**src/tsc_pkg.sv**
```systemverilog
/*
  tsc_pkg: constants, types and register layout for the two-speed start-up clock switch.
  Assumes a single 100 MHz core clock and a plain strobe-based register port.
*/
`default_nettype none

package tsc_pkg;

  // register port geometry
  localparam int ADDR_W = 4;
  localparam int DATA_W = 8;

  // register offsets
  localparam logic [ADDR_W-1:0] OSC_CONTROL_REG_OFS = 4'h0;
  localparam logic [ADDR_W-1:0] STARTUP_CFG_REG_OFS = 4'h1;

  // osc_control_reg field positions
  localparam int IFS_LSB = 4;
  localparam int IFS_W = 3;
  localparam int STARTUP_STATUS_BIT = 3;
  localparam int SCS_LSB = 0;
  localparam int SCS_W = 2;

  // startup_cfg_reg field positions
  localparam int SWITCHOVER_BIT = 0;

  // values after reset
  localparam logic [IFS_W-1:0] IFS_RST = 3'h4;
  localparam logic [SCS_W-1:0] SCS_RST = 2'h0;
  localparam logic [0:0] SWITCHOVER_RST = 1'h1;
  localparam logic [DATA_W-1:0] RD_ZERO = 8'h00;

  // system clock select encodings
  localparam logic [SCS_W-1:0] SCS_PRIMARY = 2'h0;
  localparam logic [SCS_W-1:0] SCS_SECONDARY = 2'h1;

  // core clock source on the glitch-free mux
  typedef enum logic [1:0] {
    TSC_SRC_PRIMARY = 2'h0,
    TSC_SRC_SECONDARY = 2'h1,
    TSC_SRC_INTERNAL = 2'h2
  } tsc_src_t;

  // sequencer states, gray along boot, pwrt, internal, primary, sleep
  typedef enum logic [2:0] {
    TSC_BOOT = 3'h0,
    TSC_PWRT_WAIT = 3'h1,
    TSC_INT_RUN = 3'h3,
    TSC_PRIMARY_RUN = 3'h2,
    TSC_SLEEP = 3'h6,
    TSC_ALT_RUN = 3'h7,
    TSC_OST_HOLD = 3'h4
  } tsc_state_t;

  // register port request
  typedef struct packed {
    logic [ADDR_W-1:0] addr;
    logic [DATA_W-1:0] wdata;
    logic wr;
    logic rd;
  } tsc_req_t;

endpackage

`default_nettype wire

```
**src/tsc_switch.sv**
```systemverilog
/*
  tsc_switch: sequences the core clock source across resets, sleep and wake-up,
  running from the internal oscillator until the primary crystal has settled.
  Assumes power-up and start-up timer expiry arrive as one-cycle strobes from
  separate timer logic, and that all inputs are synchronous to core_clk_in.
*/
// The register addresses and the address-and-strobe port are this design's own decisions.
`timescale 1ns/1ps
`default_nettype none

// Behaviour
// RULE1 - two-speed only when switchover bit set
// RULE2 - software enables it only for crystals
// RULE3 - reset and wake pick internal oscillator
// RULE4 - timer expiry switches to primary run
// RULE5 - software sets frequency before sleep
// RULE6 - other modes ignore switchover, keep source
// RULE7 - sleep and select honoured before expiry
// RULE8 - status bit 3 shows primary clocking
// RULE9 - timer strobes act on next edge
module tsc_switch (
  input wire logic core_clk_in, // core clock, 100 MHz
  input wire logic rst_in, // async reset, active high
  input wire tsc_pkg::tsc_req_t req_in, // register port request
  input wire logic por_in, // last reset was power-on
  input wire logic pwrt_expired_in, // power-up timer strobe
  input wire logic ost_expired_in, // start-up timer strobe
  input wire logic sleep_cmd_in, // sleep instruction strobe
  input wire logic wake_in, // wake-up event strobe
  output logic [tsc_pkg::DATA_W-1:0] rd_data_out, // read data, cycle after read
  output tsc_pkg::tsc_src_t clk_src_out, // selected core clock source
  output logic core_run_out, // core clock running
  output logic pri_osc_en_out, // primary oscillator powered
  output logic ost_start_out, // restart start-up timer, pulse
  output logic [tsc_pkg::IFS_W-1:0] int_freq_out, // internal oscillator frequency
  output logic startup_status_out // primary clocks the core
);
  import tsc_pkg::*;

  tsc_state_t state;
  tsc_state_t next_state;
  logic [SCS_W-1:0] system_clock_select;
  logic [0:0] switchover_config_bit;
  logic ctrl_wr;
  logic cfg_wr;
  logic scs_wr_alt;
  logic pri_ready;
  logic start_ok;

  // address decode for writes
  always_comb
  begin
    ctrl_wr = 1'b0;
    cfg_wr = 1'b0;
    if (req_in.wr && req_in.addr == OSC_CONTROL_REG_OFS)
    begin
      ctrl_wr = 1'b1;
    end
    else if (req_in.wr && req_in.addr == STARTUP_CFG_REG_OFS)
    begin
      cfg_wr = 1'b1;
    end
  end

  // select fields, reset by every reset; the frequency flop drives the oscillator
  tsc_field #(.W(IFS_W), .RST(IFS_RST)) u_ifs (
    .core_clk_in(core_clk_in),
    .rst_in(rst_in),
    .wr_en_in(ctrl_wr),
    .wdata_in(req_in.wdata[IFS_LSB +: IFS_W]),
    .q_out(int_freq_out)
  );
  tsc_field #(.W(SCS_W), .RST(SCS_RST)) u_scs (
    .core_clk_in(core_clk_in),
    .rst_in(rst_in),
    .wr_en_in(ctrl_wr),
    .wdata_in(req_in.wdata[SCS_LSB +: SCS_W]),
    .q_out(system_clock_select)
  );
  tsc_field #(.W(1), .RST(SWITCHOVER_RST)) u_cfg (
    .core_clk_in(core_clk_in),
    .rst_in(rst_in),
    .wr_en_in(cfg_wr),
    .wdata_in(req_in.wdata[SWITCHOVER_BIT +: 1]),
    .q_out(switchover_config_bit)
  );

  assign scs_wr_alt = ctrl_wr && req_in.wdata[SCS_LSB +: SCS_W] != SCS_PRIMARY;
  // two-speed path only when primary selected and feature enabled
  assign start_ok = switchover_config_bit[0] && system_clock_select == SCS_PRIMARY; // see RULE1

  // primary oscillator settled; set wins over the clear by sleep
  always_ff @(posedge core_clk_in or posedge rst_in)
  begin
    if (rst_in)
    begin
      pri_ready <= 1'b0;
    end
    else if (ost_expired_in)
    begin
      pri_ready <= 1'b1;
    end
    else if (next_state == TSC_SLEEP)
    begin
      pri_ready <= 1'b0;
    end
  end

  // sequencer next state
  always_comb
  begin
    next_state = state;
    case (state)
      TSC_BOOT:
      begin
        next_state = por_in ? TSC_PWRT_WAIT : start_ok ? TSC_INT_RUN : TSC_OST_HOLD; // see RULE3
      end
      TSC_PWRT_WAIT:
      begin
        if (pwrt_expired_in)
        begin
          next_state = start_ok ? TSC_INT_RUN : TSC_OST_HOLD; // see RULE3 see RULE9
        end
      end
      TSC_INT_RUN:
      begin
        if (sleep_cmd_in)
        begin
          next_state = TSC_SLEEP; // see RULE7
        end
        else if (scs_wr_alt)
        begin
          next_state = TSC_ALT_RUN; // see RULE7
        end
        else if (ost_expired_in)
        begin
          next_state = TSC_PRIMARY_RUN; // see RULE4 see RULE9
        end
      end
      TSC_OST_HOLD:
      begin
        if (ost_expired_in)
        begin
          next_state = TSC_PRIMARY_RUN;
        end
      end
      TSC_PRIMARY_RUN:
      begin
        if (sleep_cmd_in)
        begin
          next_state = TSC_SLEEP;
        end
        else if (scs_wr_alt)
        begin
          next_state = TSC_ALT_RUN;
        end
      end
      TSC_ALT_RUN:
      begin
        if (sleep_cmd_in)
        begin
          next_state = TSC_SLEEP;
        end
        else if (system_clock_select == SCS_PRIMARY && (pri_ready || ost_expired_in))
        begin
          next_state = TSC_PRIMARY_RUN; // see RULE6
        end
      end
      TSC_SLEEP:
      begin
        if (wake_in)
        begin
          next_state = start_ok ? TSC_INT_RUN : // see RULE3 see RULE1
                       system_clock_select == SCS_PRIMARY ? TSC_OST_HOLD : TSC_ALT_RUN; // start_ok clear, see RULE6
        end
      end
      default:
      begin
        next_state = TSC_BOOT;
      end
    endcase
  end

  // state register
  always_ff @(posedge core_clk_in or posedge rst_in)
  begin
    if (rst_in)
    begin
      state <= TSC_BOOT;
    end
    else
    begin
      state <= next_state;
    end
  end

  // registered clock controls, taken from the next state; ost_start_out also compares it with the current state
  always_ff @(posedge core_clk_in or posedge rst_in)
  begin
    if (rst_in)
    begin
      clk_src_out <= TSC_SRC_INTERNAL;
      core_run_out <= 1'b0;
      pri_osc_en_out <= 1'b0;
      ost_start_out <= 1'b0;
      startup_status_out <= 1'b0;
    end
    else
    begin
      core_run_out <= next_state != TSC_BOOT && next_state != TSC_PWRT_WAIT &&
                      next_state != TSC_OST_HOLD && next_state != TSC_SLEEP;
      pri_osc_en_out <= next_state != TSC_SLEEP && next_state != TSC_BOOT;
      ost_start_out <= (next_state == TSC_INT_RUN || next_state == TSC_OST_HOLD ||
                        (next_state == TSC_ALT_RUN && state == TSC_SLEEP)) && next_state != state;
      startup_status_out <= next_state == TSC_PRIMARY_RUN; // see RULE8
      if (next_state == TSC_PRIMARY_RUN || next_state == TSC_OST_HOLD)
      begin
        clk_src_out <= TSC_SRC_PRIMARY; // see RULE4
      end
      else if (next_state == TSC_ALT_RUN && system_clock_select == SCS_SECONDARY)
      begin
        clk_src_out <= TSC_SRC_SECONDARY; // see RULE6
      end
      else if (next_state == TSC_ALT_RUN || next_state == TSC_INT_RUN)
      begin
        clk_src_out <= TSC_SRC_INTERNAL; // see RULE3
      end
    end
  end

  // read port, data valid only in the cycle after the strobe
  always_ff @(posedge core_clk_in or posedge rst_in)
  begin
    if (rst_in)
    begin
      rd_data_out <= RD_ZERO;
    end
    else if (req_in.rd && req_in.addr == OSC_CONTROL_REG_OFS)
    begin
      rd_data_out <= RD_ZERO;
      rd_data_out[IFS_LSB +: IFS_W] <= int_freq_out;
      rd_data_out[STARTUP_STATUS_BIT] <= state == TSC_PRIMARY_RUN; // see RULE8
      rd_data_out[SCS_LSB +: SCS_W] <= system_clock_select;
    end
    else if (req_in.rd && req_in.addr == STARTUP_CFG_REG_OFS)
    begin
      rd_data_out <= RD_ZERO;
      rd_data_out[SWITCHOVER_BIT] <= switchover_config_bit[0];
    end
    else
    begin
      rd_data_out <= RD_ZERO;
    end
  end
endmodule

`default_nettype wire

```
**src/tsc_field.sv**
```systemverilog
/*
  tsc_field: one software-writable register field with a reset value.
  Assumes the caller decodes address and write strobe into one enable.
*/
`timescale 1ns/1ps
`default_nettype none

module tsc_field #(
  parameter int W = 1,
  parameter logic [W-1:0] RST = '0
) (
  input wire logic core_clk_in, // core clock
  input wire logic rst_in, // async reset, active high
  input wire logic wr_en_in, // write this field
  input wire logic [W-1:0] wdata_in, // new value
  output logic [W-1:0] q_out // stored value
);

  // field storage
  always_ff @(posedge core_clk_in or posedge rst_in)
  begin
    if (rst_in)
    begin
      q_out <= RST;
    end
    else if (wr_en_in)
    begin
      q_out <= wdata_in;
    end
  end

endmodule

`default_nettype wire

```
**config.mk**
```make
export PLATFORM = sky130hd
export DESIGN_NAME = tsc_switch
export DESIGN_NICKNAME = d
export VERILOG_FILES = /design/src/tsc_pkg.sv /design/src/tsc_switch.sv /design/src/tsc_field.sv
export SDC_FILE = /design/constraint.sdc
export NUM_CORES = 1
export LEC_CHECK = 0
export CORE_MARGIN = 1
export CORE_UTILIZATION = 50
export CTS_BUF_LIST = sky130_fd_sc_hd__clkbuf_16
export CTS_CLUSTER_DIAMETER = 100
export DETAILED_ROUTE_END_ITERATION = 16
export DONT_BUFFER_PORTS = 1
export GPL_TIMING_DRIVEN = 0
export PLACE_DENSITY = 0.65
export SLEW_MARGIN = 20
export SYNTH_ARGS = -nofsm -noshare
export SYNTH_HDL_FRONTEND = slang
export SYNTH_SLANG_ARGS = --single-unit
```
**constraint.sdc**
```tcl
create_clock -name core_clk_in -period 5.45 [get_ports core_clk_in]
set_input_delay 1.09 -clock core_clk_in [delete_from_list [all_inputs] [get_ports core_clk_in]]
set_output_delay 1.09 -clock core_clk_in [all_outputs]
set_load 0.02 [all_outputs]
```
==> reports/qor_table.md, run 1 <==
| Stage | Item | Reported |
|:---|:---|:---|
| status | Result of the run | complete, no violations |
| timing | Highest clock rate | 0.4158 GHz |
| pwr | Final Total Pwr | 692.1 uW |
| synth | Fraction of the yosys area taken by sequential cells | 0.4863 |
| synth | Avg Synthesized Cell Area | 11.29 sq um |
| pwr | Switching share of power | 0.3681 |
| timing | Min Clock Period, post-route | 2405 ps |
| synth | Mapped Cells | 101 |
| setup path | Number of cell instances on the worst register-to-register path | 6 |
| cts | Clock tree from TritonCTS | done |
| setup path | Worst-path maximum fanout | 9 |
| synth | Total of flip-flops plus latches after synthesis | 22 |
| route | Top routing layer in use | met4 |
| pwr | VDD IR max | 0.2741 mV |
| synth | Post-synth top area cell | sky130_fd_sc_hd__dfrtp_1 |
| pwr | Relative contribution of the clock network to total power | 0.215 |
| die | Number of primary I/O pins | 38 |
| timing | TNS Setup | 0 ps |
| flow run | Maximum Capacitance Violations | 0 |
| place | Count of input and output buffers | 0 |
| synth | Yosys synthesis warning count | 0 |
| die | Area enclosed by the die boundary | 2475 sq um |
| route | Routed met3 length | 113 um |
| timing | Worst slew margin | 0.4856 |
| setup path | Critical Path RT | 5590 ps |
| global route | Number of antenna violations at the first check in global routing | 0 |
| die | Starting density of the core | 0.5582 |
| route | Length of the first detailed-routing pass in iterations | 4 |
| cts | TritonCTS Buffers | 3 |
| die | Row Count | 16 |
| route | Vias per inst | 5.857 |
| synth | Number of distinct standard cells referenced by the synthesized netlist | 47 |
| cells and area | Footprint of the multi-input gates | 519.2 sq um |
| place | Final weighted congestion in routability-driven placement | 0.8384 |
| synth | Most used flip-flop cell after synthesis | sky130_fd_sc_hd__dfrtp_1 |
| global route | Overflow after GRT | 0 |
| cells and area | Antenna diode count | 0 |
| route | Met2 WL | 925 um |
| setup path | Data arrival, critical path | 2540 ps |
| synth | Synth area leaders | sky130_fd_sc_hd__dfrtp_1 (42%), sky130_fd_sc_hd__dfstp_2 (6.9%), sky130_fd_sc_hd__mux2_2 (5.9%) |
| pwr | Sequential power share | 0.403 |
| route | Detailed-route wire length per cell | 15.05 um |
| global route | Number of global-route vias before repair | 736 |
| global route | Largest net degree at the start of global routing | 23 |
| cts | CTS Buffer Depth | 2 |
| cts | Number of setup buffers added after CTS | 0 |
| timing | Fin. Hold Viols | 0 |
| synth | Number of enable-type register cells in the synthesized netlist | 0 |
| global route | All-layer global routing usage | 0.1787 |
| pwr | Design internal power | 437.4 uW |
| cts | Clock root buffer | sky130_fd_sc_hd__clkbuf_16 |
| cells and area | Storage cell area | 554.3 sq um |
| cells and area | Post-layout nets | 128 |
| die | Die extent in y | 49.75 um |
| cells and area | Area growth from synthesis to final layout | 10.21% |
| synth | Share of synthesized flip-flops with an asynchronous set or reset | 1.000 |
| die | DIE WIDTH | 49.75 um |
| setup path | Category of the critical setup timing path | input pin to flop |
| cts | Cts repair resizes | 0 |
| cts | Clock latency reported for the late side of the worst-skew pair | 250 ps |
| pwr | Pwr/cell area | 551.0 nW/um^2 |
| route | Wire length the detailed router placed on met1 | 938 um |
| die | Core region area | 2042 sq um |
| timing | Unrepaired setup endpoints after global routing | no |
| pwr | Switching Power | 254.8 uW |
| hold path | Hold Path Stages | 1 |
| timing | Worst clock skew | 1.189 ps |
| timing | Measured slew at the worst slew-check pin | 770.8 ps |
| cts | Register clock-pin slew on the reported worst setup and hold paths | 50 ps |
| setup path | Setup slack of the worst register-to-register path | 3290 ps |
| pwr | Leak pwr | 0.5435 nW |
| cts | Clock sink count | 22 |
| route | Total via count after detailed routing | 779 |
| route | Number of antenna-violating nets in the routed design | 0 |
| synth | Summed instance area of the synthesized netlist | 1140 sq um |
| pwr | Combinational power share | 0.382 |
| place | Final HPWL from detailed placement | 1.486 mm |
| cells and area | Ratio of cells with drive above 1 in the final layout | 0.2830 |
| route | Detailed-route DRC error count | 0 |
| route | Initial drt markers | 18 |
| cells and area | Top library cells by usage in the layout, fill and taps aside | sky130_fd_sc_hd__dfrtp_1 (19), sky130_fd_sc_hd__nand2_1 (6), sky130_fd_sc_hd__mux2_2 (6) |
| setup path | Kind of start point of the critical path | input pin |
| hold path | Hold Path Class | flop to flop |
| setup path | Crit path capture type | flop |
| cells and area | Most common library cell in the layout ignoring fill and taps | sky130_fd_sc_hd__dfrtp_1 |
| cts | Count of hold-fix buffers inserted at cts | 0 |
| route | Total detailed-routing wirelength | 2.002 mm |
| cts | Number of H-tree levels | 1 |
| cells and area | Fill cell instance count of the final layout | 172 |
| synth | Portion of synthesized cell area occupied by the leading cell type | 0.4171 |
| timing | Finish-stage setup viols | 0 |
| timing | Max-slew violation count | 0 |
| timing | Period utilisation layout | 0.4413 |
| global route | First-pass GRT wire length | 3.332 mm |
sequential cells by signal (all words and copies together), names as in the netlist, 2 cells and up:
name	cells
clk_src_out	2
rd_data_out	6
u_scs.q_out	2
state	3
u_ifs.q_out	3
cell type report:
type,count,share of cell area
Inverter,4,0.01195
Tap cell,27,0.02689
Sequential cell,22,0.4412
Multi-Input combinational cell,70,0.4133
Buffer,6,0.04382
Clock buffer,3,0.05976
Clock inverter,1,0.002988
final timing paths:
kind / startpoint / endpoint
setup / recovery: sleep_cmd_in / clk_src_out[0]
hold / removal: pri_ready / pri_ready
setup reg to reg: u_cfg.q_out / clk_src_out[0]
hold reg to reg: pri_ready / pri_ready
max in group asynchronous: rst_in / rd_data_out[4]
min in group asynchronous: rst_in / rd_data_out[6]
critical path, cell delays in order:
cell                       delay, ps
sky130_fd_sc_hd__o311ai_1        260
sky130_fd_sc_hd__o311ai_1        150
sky130_fd_sc_hd__a222oi_1        370
sky130_fd_sc_hd__o21ai_2         230
sky130_fd_sc_hd__a31o_1          240
sky130_fd_sc_hd__a32o_1          200
kinds of logic after synthesis:
group                  Yosys count  share of synthesized area
other                            1                   0.003290
buffers and inverters           10                    0.06146
DFF                             22                     0.4863
muxes                            7                    0.06805
and+or+nand+nor                 38                     0.2261
AOI/OAI and AO/OA               23                     0.1548
power groups by stage:
stage | clock network [mW] | registers, mW | logic (mW)
after floorplan | 0 | 0.273 | 0.219
after detailed placement | 0 | 0.282 | 0.262
after global routing | 0.162 | 0.285 | 0.294
final | 0.149 | 0.279 | 0.264
after CTS | 0.154 | 0.279 | 0.264
after global placement | 0 | 0.280 | 0.260
metrics by stage:
stage          utilization  instances  cell area [sq um]  hold slack (ps)  setup slack, ps
5_1_grt             0.6152        133               1256            549.5             2904
3_3_place_gp        0.5766        129               1177            487.7             2792
3_5_place_dp        0.5766        129               1177            504.6             2781
2_1_floorplan            -        102               1144            472.4             2924
6_report            0.6152        133               1256            519.6             3045
4_1_cts             0.6152        133               1256            517.5             3033
layer usage:
metal,track usage,vias up
met3,0.04938,5
met4,0.06190,0
met5,0,-
met2,0.2703,25
li1,-,375
met1,0.2450,374
synthesized netlist by cell type, drive strengths merged (2+ instances only):
cell type / n
dfrtp: 19
mux2: 6
nand2: 6
a21oi: 5
and2: 5
buf: 5
inv: 4
nor2: 4
and3b: 3
dfstp: 3
nor3: 3
or2: 3
nand3: 2
nor2b: 2
o211ai: 2
o21ai: 2
o311ai: 2
No activity file was read; power rests on OpenSTA's default activity.
==> run 2, diff against run 1 <==
--- a/config.mk
+++ b/config.mk
@@ -12,7 +12,7 @@
 export DETAILED_ROUTE_END_ITERATION = 16
 export DONT_BUFFER_PORTS = 1
 export GPL_TIMING_DRIVEN = 0
-export PLACE_DENSITY = 0.65
+export PLACE_DENSITY = 0.68
 export SLEW_MARGIN = 20
 export SYNTH_ARGS = -nofsm -noshare
 export SYNTH_HDL_FRONTEND = slang
==> constraint.sdc (replaced) <==
create_clock -name core_clk_in -period 1.95 [get_ports core_clk_in]
set_input_delay 0.39 -clock core_clk_in [delete_from_list [all_inputs] [get_ports core_clk_in]]
set_output_delay 0.39 -clock core_clk_in [all_outputs]
set_load 0.02 [all_outputs]
==> run 2 against run 1 <==
  * The run now ends with setup timing left
  * Core utilization rose by 4.2 points
  * Power rose to 3.1 times the previous value
  * Critical endpoint unchanged
  * Critical path depth rose by 1
  * Via count increased by 4.2%
  * Routed wire length is 14% higher
==> reports/qor_table.md, run 2 (synthesis results as in run 1) <==
| Stage | Item | Reported | Delta |
|:---|:---|:---|:---|
| pwr | Sequential power share | 0.368 | -0.035 |
| cts | Count of hold-fix buffers inserted at cts | 0 | unchanged |
| cts | CTS Buffer Depth | 2 | unchanged |
| cells and area | End-of-flow core utilization | 0.6575 | +0.04228 |
| cells and area | Most flops, register | rd_data_out |  |
| global route | Met3 usage in global routing | 0.06173 | +0.01235 |
| cells and area | Fill cell instance count of the final layout | 181 | +5.2% |
| place | Count of input and output buffers | 0 | unchanged |
| die | Starting density of the core | 0.5582 | unchanged |
| cells and area | Most common library cell in the layout ignoring fill and taps | sky130_fd_sc_hd__dfrtp_1 |  |
| die | Row Count | 16 | unchanged |
| pwr | Relative contribution of the clock network to total power | 0.195 | -0.020 |
| global route | Number of antenna violations at the first check in global routing | 0 | unchanged |
| die | Core region area | 2042 sq um | unchanged |
| pwr | Combinational power share | 0.437 | +0.055 |
| status | Violated checks | setup timing |  |
| route | Total via count after detailed routing | 812 | +4.2% |
| status | Result of the run | complete, but fails checks |  |
| timing | Unrepaired setup endpoints after global routing | yes |  |
| setup path | Data arrival, critical path | 2170 ps | -370 ps |
| timing | Max-slew violation count | 0 | unchanged |
| timing | Worst slew margin | 0.4767 | -0.008891 |
| route | Initial drt markers | 14 | -4 |
| place | Number of cells in the design after placement | 129 | unchanged |
| timing | Post-route worst setup slack | -85.08 ps | -3130 ps |
| timing | Measured slew at the worst slew-check pin | 784.1 ps | +13.32 ps |
| global route | GR met1 Demand/Resource | 0.2615 | +0.01646 |
| die | DIE WIDTH | 49.75 um | unchanged |
| cts | Clock root buffer | sky130_fd_sc_hd__clkbuf_16 |  |
| cells and area | Storage cell area | 556.8 sq um | +0.45% |
| timing | Finish-stage setup viols | 3 | +3 |
| setup path | Launching element of the worst setup path | state[0] |  |
| route | Total detailed-routing wirelength | 2.290 mm | +14% |
| timing | Worst clock skew | 3.387 ps | +2.197 ps |
| setup path | Critical Path RT | 2090 ps | -3500 ps |
| cells and area | Max FFs per register | 6 | unchanged |
| place | Final weighted congestion in routability-driven placement | 0.8202 | -2.2% |
| timing | Min Clock Period, post-route | 2035 ps |  |
| pwr | VDD IR max | 1.223 mV | +350% |
| die | Die extent in y | 49.75 um | unchanged |
| global route | Largest net degree at the start of global routing | 23 | unchanged |
| cells and area | Largest registers | rd_data_out (6), state (3), u_ifs.q_out (3) |  |
| route | Detailed-route wire length per cell | 16.24 um | +7.9% |
| cells and area | Final Instance Count excl. Fillers | 141 | +6.0% |
| timing | Period utilisation layout | 1.044 |  |
| global route | All-layer global routing usage | 0.1926 | +0.01392 |
| cells and area | Finished Cell Area | 1343 sq um | +6.9% |
| route | Vias per inst | 5.759 | -1.7% |
| place | Placed Area | 1177 sq um | unchanged |
| die | Number of primary I/O pins | 38 | unchanged |
| pwr | Design internal power | 1.351 mW | +210% |
| cts | Clock tree from TritonCTS | done |  |
| route | Number of antenna-violating nets in the routed design | 0 | unchanged |
| cells and area | Ratio of cells with drive above 1 in the final layout | 0.3860 | +0.1029 |
| cells and area | Top library cells by usage in the layout, fill and taps aside | sky130_fd_sc_hd__dfrtp_1 (17), sky130_fd_sc_hd__buf_4 (10), sky130_fd_sc_hd__nand2_1 (6), sky130_fd_sc_hd__mux2_2 (6) |  |
| place | Final HPWL from detailed placement | 1.585 mm | +6.6% |
| global route | Number of global-route vias before repair | 758 | +3.0% |
| setup path | Category of the critical setup timing path | flop to flop |  |
| global route | First-pass GRT wire length | 3.532 mm | +6.0% |
| cells and area | Footprint of the multi-input gates | 541.8 sq um | +4.3% |
| setup path | Worst-path maximum fanout | 5 | -4 |
| timing | Fin. Hold Viols | 0 | unchanged |
| timing | Highest clock rate | 0.4914 GHz |  |
| pwr | Pwr/cell area | 1589 nW/um^2 | +190% |
| route | Detailed-route DRC error count | 0 | unchanged |
| flow run | Maximum Capacitance Violations | 0 | unchanged |
| pwr | Leak pwr | 0.5899 nW | +8.5% |
| pwr | Switching share of power | 0.3667 | -0.001386 |
| setup path | Crit path capture type | flop |  |
| route | Length of the first detailed-routing pass in iterations | 4 | unchanged |
| global route | Overflow after GRT | 0 | unchanged |
| cts | TritonCTS Buffers | 3 | unchanged |
| cells and area | Area growth from synthesis to final layout | 17.78% |  |
| hold path | Hold Path Class | input pin to async pin |  |
| setup path | Kind of start point of the critical path | flop |  |
| setup path | Critical R2R Launch | state[0] |  |
| cts | Clock sink count | 22 | unchanged |
| cells and area | Post-layout nets | 136 | +6.3% |
| cts | Register clock-pin slew on the reported worst setup and hold paths | 50 ps | about the same |
| global route | M2 GR Usage | 0.3063 | +0.03604 |
| die | Area enclosed by the die boundary | 2475 sq um | unchanged |
| global route | Most used routing layer in global routing | met2 |  |
| cells and area | Antenna diode count | 0 | unchanged |
| cts | Number of H-tree levels | 1 | unchanged |
| cts | Clock latency reported for the late side of the worst-skew pair | 250 ps | about the same |
| pwr | Switching Power | 782.4 uW | +210% |
| place | Pre-CTS setup slack | -173.4 ps | -2955 ps |
==> run 2: power by group through the flow <==
stage	clock network, mW	logic (mW)	registers [mW]
2_1_floorplan	0	0.611	0.762
3_3_place_gp	0	0.726	0.784
3_5_place_dp	0	0.748	0.787
4_1_cts	0.425	0.824	0.777
5_1_grt	0.444	1.02	0.802
6_report	0.416	0.933	0.785
==> run 2: stage by stage <==
step	TNS [ps]	hold WS (ps)	power [mW]
global route	-391.3	211.9	2.265
CTS	-118.9	201.1	2.026
detailed placement	-345.1	469.6	1.535
finish	-113.4	172.3	2.134
floorplan	0	377.0	1.373
global placement	-326.7	452.4	1.509
==> run 2: routing by layer <==
metal,up-vias,wire (um)
met2,26,1205
met5,-,0
met4,0,17
met1,388,944
met3,2,123
li1,396,-
==> run 2: critical path: stages, from the launching register on <==
cell	delay, ps
sky130_fd_sc_hd__dfrtp_1	380
sky130_fd_sc_hd__buf_6	130
sky130_fd_sc_hd__nor2b_4	120
sky130_fd_sc_hd__or2_4	240
sky130_fd_sc_hd__o41a_1	450
sky130_fd_sc_hd__and2_4	180
sky130_fd_sc_hd__a31o_1	200
sky130_fd_sc_hd__a32o_1	220
==> run 2: cell type report <==
class,count,share of cell area
timing repair buffer,8,0.04287
sequential,22,0.4147
tap,27,0.02516
inverter,4,0.01118
clock inverter,1,0.002796
buffer,6,0.04380
clock buffer,3,0.05592
multi-input combinational,70,0.4035
==> run 2: what timing repair did <==
action / in CTS / in global routing
setup buffers: 4 / 3
endpoints found under the setup margin: 3 / 6
cloned: 0 / 1
pin swaps: 1 / 5
resized for setup: 0 / 7
==> run 2: worst paths after layout <==
kind | to | slack [ps] | cells after the start
worst max-delay path | clk_src_out[0] | -90 | 7
worst min-delay path | rd_data_out[0] | 170 | 1
worst max register to register | clk_src_out[0] | -90 | 7
worst min register to register | pri_ready | 510 | 1
max in group asynchronous | u_scs.q_out[0] | 1240 | 1
min in group core_clk_in | rd_data_out[3] | 210 | 1
